**config.mk**
```make
export PLATFORM = sky130hd
export DESIGN_NAME = mca_status_and_dac_regs
export DESIGN_NICKNAME = d
export VERILOG_FILES = /design/src/mca_pkg.sv /design/src/mca_status_and_dac_regs.sv
export SDC_FILE = /design/constraint.sdc
export NUM_CORES = 1
export LEC_CHECK = 0
export BUFFER_PORTS_ARGS = -buffer_cell sky130_fd_sc_hd__buf_4
export CORE_MARGIN = 8
export CORE_UTILIZATION = 57
export CTS_BUF_LIST = sky130_fd_sc_hd__clkbuf_8
export DETAILED_ROUTE_END_ITERATION = 8
export GPL_ROUTABILITY_DRIVEN = 0
export HOLD_SLACK_MARGIN = 0.08
export PLACE_DENSITY_LB_ADDON = 0.08
export SLEW_MARGIN = 40
export SYNTH_ARGS = -nofsm -noshare
export SYNTH_HDL_FRONTEND = slang
export SYNTH_SLANG_ARGS = --single-unit
```
**constraint.sdc**
```tcl
create_clock -name clock -period 3.5 [get_ports clock]
set_clock_uncertainty 0.2 [all_clocks]
set_input_delay 0.35 -clock clock [delete_from_list [all_inputs] [get_ports clock]]
set_output_delay 0.35 -clock clock [all_outputs]
set_load 0.05 [all_outputs]
```
**src/mca_pkg.sv**
```systemverilog
// Purpose: Constants and carrier types for the analyser card status and level registers
// Assumes: Single 25 MHz clock, synchronous active-high reset
// Notes:   Offsets are byte I/O offsets from the card base address

package mca_pkg;

	// --------------------------------------------------------------------
	// Register offsets
	// --------------------------------------------------------------------
	localparam logic [2:0] OFS_STATE = 3'h0;
	localparam logic [2:0] OFS_AOUT  = 3'h1;
	localparam logic [2:0] OFS_ZERO  = 3'h3;
	localparam logic [2:0] OFS_LOWER = 3'h5;
	localparam logic [2:0] OFS_UPPER = 3'h7;

	// --------------------------------------------------------------------
	// Control and status bit positions
	// --------------------------------------------------------------------
	localparam int B_PRE_RT  = 0;
	localparam int B_PRE_LT  = 1;
	localparam int B_RDFLAG  = 2;
	localparam int B_WMOD    = 3;
	localparam int B_ACQ     = 4;
	localparam int B_ANTI    = 5;
	localparam int B_CRESET  = 6;
	localparam int B_DIR     = 7;
	localparam int B_RANGE   = 8;
	localparam int B_OFFSET  = 11;
	localparam int B_AUX     = 15;

	// --------------------------------------------------------------------
	// Reset values, limits and timing
	// --------------------------------------------------------------------
	localparam logic [15:0] CTRL_RESET = 16'h0000;
	localparam logic [7:0]  DAC_RESET  = 8'h00;
	localparam logic [2:0]  RANGE_MAX  = 3'h6;
	localparam int          MIN_CHANS_LOG = 8;
	localparam int          OFF_STEP_LOG  = 10;
	localparam int          CLK_NS     = 40;
	localparam int          MS_NS      = 1000000;
	localparam int          MS_CYC     = MS_NS / CLK_NS;
	localparam logic [2:0]  WMOD_SETTLE = 3'h4;

	// --------------------------------------------------------------------
	// Carriers
	// --------------------------------------------------------------------
	typedef struct packed {
		logic        rd;
		logic        wr;
		logic        wide;
		logic [2:0]  addr;
		logic [15:0] data;
	} host_req_t;

	typedef struct packed {
		logic [7:0] aout;
		logic [7:0] zero;
		logic [7:0] lower;
		logic [7:0] upper;
	} dac_set_t;

	typedef enum logic [1:0] {
		ACQ_IDLE = 2'b01,
		ACQ_RUN  = 2'b10
	} acq_t;

endpackage

```
**src/mca_status_and_dac_regs.sv**
```systemverilog
// Purpose: Host I/O port status word, control word and level registers
// Assumes: Host strobes are synchronous one-cycle pulses
// Notes:   Time counters are loaded from the RAM path via load strobes

`timescale 1ns/10ps

module mca_status_and_dac_regs import mca_pkg::*; #(
	parameter int MS_CYCLES = MS_CYC
) (
	input  wire logic        clock,
	input  wire host_req_t   req,
	input  wire logic        rst,
	output logic [15:0]      rd_data,
	output dac_set_t         dac,
	input  wire logic        ram_read_busy,
	input  wire logic        gate_in,
	input  wire logic        adc_dead,
	input  wire logic        aux_pin_in,
	output logic             aux_pin_out,
	output logic             aux_pin_oe,
	output logic             conv_enable,
	output logic             card_reset,
	output logic             irq_clear,
	input  wire logic        rt_load,
	input  wire logic        lt_load,
	input  wire logic [31:0] time_value,
	output logic [31:0]      real_time,
	output logic [31:0]      live_time,
	output logic [14:0]      range_chans,
	output logic [13:0]      offset_base
);

	// --------------------------------------------------------------------
	// Decode
	// --------------------------------------------------------------------
	function automatic logic byte_wr(input host_req_t r, input logic [2:0] a);
		return r.wr & ~r.wide & (r.addr == a);
	endfunction

	function automatic logic [14:0] chans_of(input logic [2:0] code);
		logic [2:0] c;
		c = (code > RANGE_MAX) ? RANGE_MAX : code;
		// Widened sum: the base exponent does not fit the three-bit code
		return 15'h0001 << (4'(c) + 4'(MIN_CHANS_LOG));
	endfunction

	logic        ctrl_wr;
	logic        stat_rd;
	logic [15:0] ctrl_q;
	logic        irq_clr_q;
	acq_t        acq_q;
	logic [31:0] rt_q;
	logic [31:0] lt_q;
	logic [31:0] ms_cnt_q;
	logic [31:0] live_cnt_q;
	logic        ms_tick;
	logic        live_tick;
	logic        rt_wrap;
	logic        lt_wrap;
	logic        preset_stop;
	logic        wmod_q;
	logic [2:0]  settle_q;
	logic [15:0] status;
	logic [15:0] rd_q;
	dac_set_t    dac_q;

	assign ctrl_wr = req.wr & req.wide & (req.addr == OFS_STATE);
	assign stat_rd = req.rd & req.wide & (req.addr == OFS_STATE);

	// --------------------------------------------------------------------
	// Control word
	// --------------------------------------------------------------------
	always_ff @(posedge clock) begin
		if (rst) begin
			ctrl_q <= CTRL_RESET;
		end else if (ctrl_wr) begin
			ctrl_q <= req.data;
		end
	end

	// Interrupt clear is a self-clearing pulse
	always_ff @(posedge clock) begin
		if (rst) begin
			irq_clr_q <= 1'b0;
		end else begin
			irq_clr_q <= ctrl_wr & req.data[B_RDFLAG];
		end
	end

	// --------------------------------------------------------------------
	// Level registers
	// --------------------------------------------------------------------
	always_ff @(posedge clock) begin
		if (rst) begin
			dac_q <= '{DAC_RESET, DAC_RESET, DAC_RESET, DAC_RESET};
		end else begin
			if (byte_wr(req, OFS_AOUT)) begin
				dac_q.aout <= req.data[7:0];
			end
			if (byte_wr(req, OFS_ZERO)) begin
				dac_q.zero <= req.data[7:0];
			end
			if (byte_wr(req, OFS_LOWER)) begin
				dac_q.lower <= req.data[7:0];
			end
			if (byte_wr(req, OFS_UPPER)) begin
				dac_q.upper <= req.data[7:0];
			end
		end
	end

	// --------------------------------------------------------------------
	// Acquisition state
	// --------------------------------------------------------------------
	// A host write in the same cycle as a preset stop takes priority
	always_ff @(posedge clock) begin
		if (rst || ctrl_q[B_CRESET]) begin
			acq_q <= ACQ_IDLE;
		end else if (ctrl_wr) begin
			acq_q <= req.data[B_ACQ] ? ACQ_RUN : ACQ_IDLE;
		end else begin
			unique case (acq_q)
				ACQ_IDLE: acq_q <= ACQ_IDLE;
				ACQ_RUN:  acq_q <= preset_stop ? ACQ_IDLE : ACQ_RUN;
				default:  acq_q <= ACQ_IDLE;
			endcase
		end
	end

	// --------------------------------------------------------------------
	// Millisecond time bases
	// --------------------------------------------------------------------
	assign ms_tick   = (acq_q == ACQ_RUN) && (ms_cnt_q == 32'(MS_CYCLES - 1));
	assign live_tick = (acq_q == ACQ_RUN) && !adc_dead
		&& (live_cnt_q == 32'(MS_CYCLES - 1));

	always_ff @(posedge clock) begin
		if (rst || acq_q != ACQ_RUN || ms_tick) begin
			ms_cnt_q <= 32'h00000000;
		end else begin
			ms_cnt_q <= ms_cnt_q + 32'h00000001;
		end
	end

	// Live time only accrues while the converter is free
	always_ff @(posedge clock) begin
		if (rst || acq_q != ACQ_RUN || live_tick) begin
			live_cnt_q <= 32'h00000000;
		end else if (!adc_dead) begin
			live_cnt_q <= live_cnt_q + 32'h00000001;
		end
	end

	// --------------------------------------------------------------------
	// Time counters and presets
	// --------------------------------------------------------------------
	assign rt_wrap = ms_tick && (rt_q == 32'hFFFFFFFF);
	assign lt_wrap = live_tick && (lt_q == 32'hFFFFFFFF);
	assign preset_stop = (rt_wrap && ctrl_q[B_PRE_RT])
		|| (lt_wrap && ctrl_q[B_PRE_LT]);

	always_ff @(posedge clock) begin
		if (rst) begin
			rt_q <= 32'h00000000;
		end else if (rt_load) begin
			rt_q <= time_value;
		end else if (ms_tick) begin
			rt_q <= rt_q + 32'h00000001;
		end
	end

	always_ff @(posedge clock) begin
		if (rst) begin
			lt_q <= 32'h00000000;
		end else if (lt_load) begin
			lt_q <= time_value;
		end else if (live_tick) begin
			lt_q <= lt_q + 32'h00000001;
		end
	end

	// --------------------------------------------------------------------
	// Transfer mode follows direction after a settle time
	// --------------------------------------------------------------------
	always_ff @(posedge clock) begin
		if (rst) begin
			settle_q <= 3'h0;
			wmod_q   <= 1'b0;
		end else if (wmod_q == ctrl_q[B_DIR] || ram_read_busy) begin
			settle_q <= 3'h0;
		end else if (settle_q == WMOD_SETTLE - 3'h1) begin
			settle_q <= 3'h0;
			wmod_q   <= ctrl_q[B_DIR];
		end else begin
			settle_q <= settle_q + 3'h1;
		end
	end

	// --------------------------------------------------------------------
	// Status word
	// --------------------------------------------------------------------
	always_comb begin
		status              = ctrl_q;
		status[B_RDFLAG]    = ram_read_busy;
		status[B_WMOD]      = wmod_q;
		status[B_ACQ]       = (acq_q == ACQ_RUN);
		status[B_CRESET]    = ctrl_q[B_CRESET];
		status[B_AUX]       = aux_pin_in;
	end

	always_ff @(posedge clock) begin
		if (rst) begin
			rd_q <= 16'h0000;
		end else if (req.rd) begin
			rd_q <= stat_rd ? status : 16'h0000;
		end
	end

	// --------------------------------------------------------------------
	// Outputs
	// --------------------------------------------------------------------
	assign rd_data     = rd_q;
	assign dac         = dac_q;
	assign aux_pin_out = 1'b0;
	assign aux_pin_oe  = ctrl_q[B_AUX];
	assign conv_enable = (acq_q == ACQ_RUN) && (gate_in ^ ctrl_q[B_ANTI]);
	assign card_reset  = ctrl_q[B_CRESET];
	assign irq_clear   = irq_clr_q;
	assign real_time   = rt_q;
	assign live_time   = lt_q;
	assign range_chans = chans_of(ctrl_q[B_RANGE +: 3]);
	assign offset_base = 14'({ctrl_q[B_OFFSET +: 4], 10'h000});
endmodule

```
==> metrics.txt <==
status=finished clean; postcts setup bufs=0; # port buffers=188; worst setup path class=in2reg; worst-path fanout max=8; Pwr Density=378 nW/um^2; first-pass iteration count of the detailed router=5; flops & latches, synth=196; most frequent cell after synthesis=dfxtp_1; vias per cell=5.98; Post-synth EDFFs=0; max-cap violation count=0; Mean Syn Cell Area=8.24 um^2; H-tree Lvls=4; Post-synth top cells=dfxtp_1 (196), nor2_1 (132), nand2_1 (111); Final nets=1456; drt total wl=29200 um; Yosys top cell area share=40.2%; max_slew headroom=45.4%; global-route usage over all layers=26.1%; worst-margin pin slew=819 ps; Worst-path clk slew=90 ps; Final Hold Vio Count=0; Hold Path Origin=rt_load; worst r2r src=live_cnt_q[0]; initial antenna violation count=0; Post-CTS Resized=0; core area=17000 um^2; critical path endpoint category=flop; width of the chip=147 um; Netlist Area Pre-Place=9770 um^2; final period utilization=82.0%; Seq/Total Area, Yosys=40.2%; peak per-stage delay on the critical path=740 ps; CP Launch Type=input pin; most used cell, CP=or4_1; CP max stage cell=or4_1; Sinks on Clock Net=196; Placed Area=11200 um^2; RSZ-0062 raised after global routing=no; Die ar.=21600 um^2; Layout area overhead=24.5%; setup tns final=0 ps; Hold WC Path Type=in2reg; die height=147 um; CTS tree=built; TritonCTS Buffers=17; Rows=48; asr flop ratio synth=0%; Distinct cells, synth=63; Longest Clk Path Bufs=2; Skew-Pair Late Insertion Delay=480 ps; Starting Density=57.5%; ANT nets after route=0; WL/cell=18.0 um; synthesized instance count=1186; largest net degree at the start of global routing=49; Residual DRC=0; fin crit period=2870 ps; Yosys top cell by area=dfxtp_1; Ports=208; CP Cell Sequence=dlygate4sd3_1 > buf_4 > nor2b_1 > nand3_1 > or4_1 > or4_1 > o211a_1; CTS Hold Bufs=55; crit path from=adc_dead; Synth area leaders=dfxtp_1 (40%), nor2_1 (5.1%), nand2_1 (4.3%), a21oi_1 (3.5%), nand3_1 (3.4%); P_leak=4.51 nW; remaining global-route overflow=0; final setup fails=0; diodes inserted=0; first-pass GRT wire length=46600 um; Max Freq=0.349 GHz; Peak VDD IR=0.000253 V; detailed placer's ending HPWL=20500 um; Clock Root Buffer=clkbuf_8; Main synth FF type=dfxtp_1; Req. time, crit path=3660 ps; Via Count=9719; Design Area, Final=12200 um^2; fraction of layout cells with a size suffix above 1=18.5%; worst path arrival time=3030 ps; Pins Over Slew Limit=0; Synth Warn #=0; Initial DRC Count=737; vias in the first global route=8923
## final timing paths
check                        to  slack (ps)  cells after the start
setup / recovery  live_time[30]         630                      7
hold / removal    real_time[12]         110                      2
setup reg to reg  live_time[30]         640                      6
hold reg to reg     settle_q[0]         230                      1
## cells in the final DEF (no fill, tap or decap), types with 10 or more instances in the layout
cell type and count:
nor3_1 20, nor4_1 26, nor2_1 132, and3_1 23, dlygate4sd3_1 55, xnor2_1 31
nand3_1 66, a21oi_1 69, inv_1 28, o21ai_0 53, or3_1 20, nand4_1 34
and4_1 18, clkbuf_8 17, buf_4 203, mux2i_1 13, or4_1 27, nor2b_1 28
a31oi_1 11, and2_1 10, xor2_1 24, nand2_1 111, conb_1 19, o31ai_1 25
dfxtp_1 196, a311oi_1 24
## kinds of logic (layout without fill, tap and decap cells)
family | Yosys count | after routing | share of synthesized area [%]
and+or+nand+nor | 564 | 564 | 31.4
AOI/OAI and AO/OA | 233 | 233 | 15.8
DFF | 196 | 196 | 40.2
buffers and inverters | 118 | 315 | 5.62
xor gates and xnor gates | 55 | 55 | 4.93
muxes | 13 | 13 | 1.33
adders and majority gates | 6 | 6 | 0.769
other | 1 | 19 | 0.0384
## layer usage
metal / vias to the layer above / share of wire (%) / global-route usage, % / wire, um
met5: - / 0 / 0 / 0
met4: 0 / 3.1 / 10.0 / 920
met3: 67 / 7.4 / 5.51 / 2160
met2: 380 / 48 / 43.4 / 14000
met1: 4566 / 42 / 32.4 / 12200
li1: 4706 / - / - / -
## worst max-delay path, delay by kind of cell
family / cells / cell delay [ps]
buffers and inverters: 2 / 690
AND/OR/NAND/NOR: 4 / 1750
AO/OA/AOI/OAI: 1 / 230
## state kept, by name, indices dropped and copies added (netlist names)
signal,cells
rd_data,16
ms_cnt_q,32
wmod_q,1
dac,32
ctrl_q,13
live_time,32
settle_q,3
real_time,32
acq_q,2
irq_clear,1
live_cnt_q,32
## stage by stage
step	util, %	power [W]	hold slack, ps	setup WS (ps)	std cells
CTS	71.6	0.00462	86.4	629	1626
detailed placement	65.9	0.00304	213	665	1539
global route	71.6	0.00476	127	433	1626
global placement	65.9	0.00303	210	717	1539
floorplan	-	0.00282	199	814	1204
finish	71.6	0.00460	111	631	1626
## final cells by class
| class | instances | area, um^2 |
|---|---|---|
| clock inverters | 15 | 179 |
| clock buffers | 17 | 234 |
| multi-input cells | 890 | 5380 |
| well taps | 225 | 282 |
| fillers | 1405 | 4830 |
| inverters | 25 | 93.8 |
| flip-flops and latches | 196 | 3920 |
| repair buffers | 258 | 2070 |
## power breakdown
part	total [W]	internal, W	switching [W]
logic	0.000676	0.000231	0.000445
clock network	0.00155	0.000717	0.000836
registers	0.00237	0.00229	0.0000823
Power figures use the tool's default switching activity.
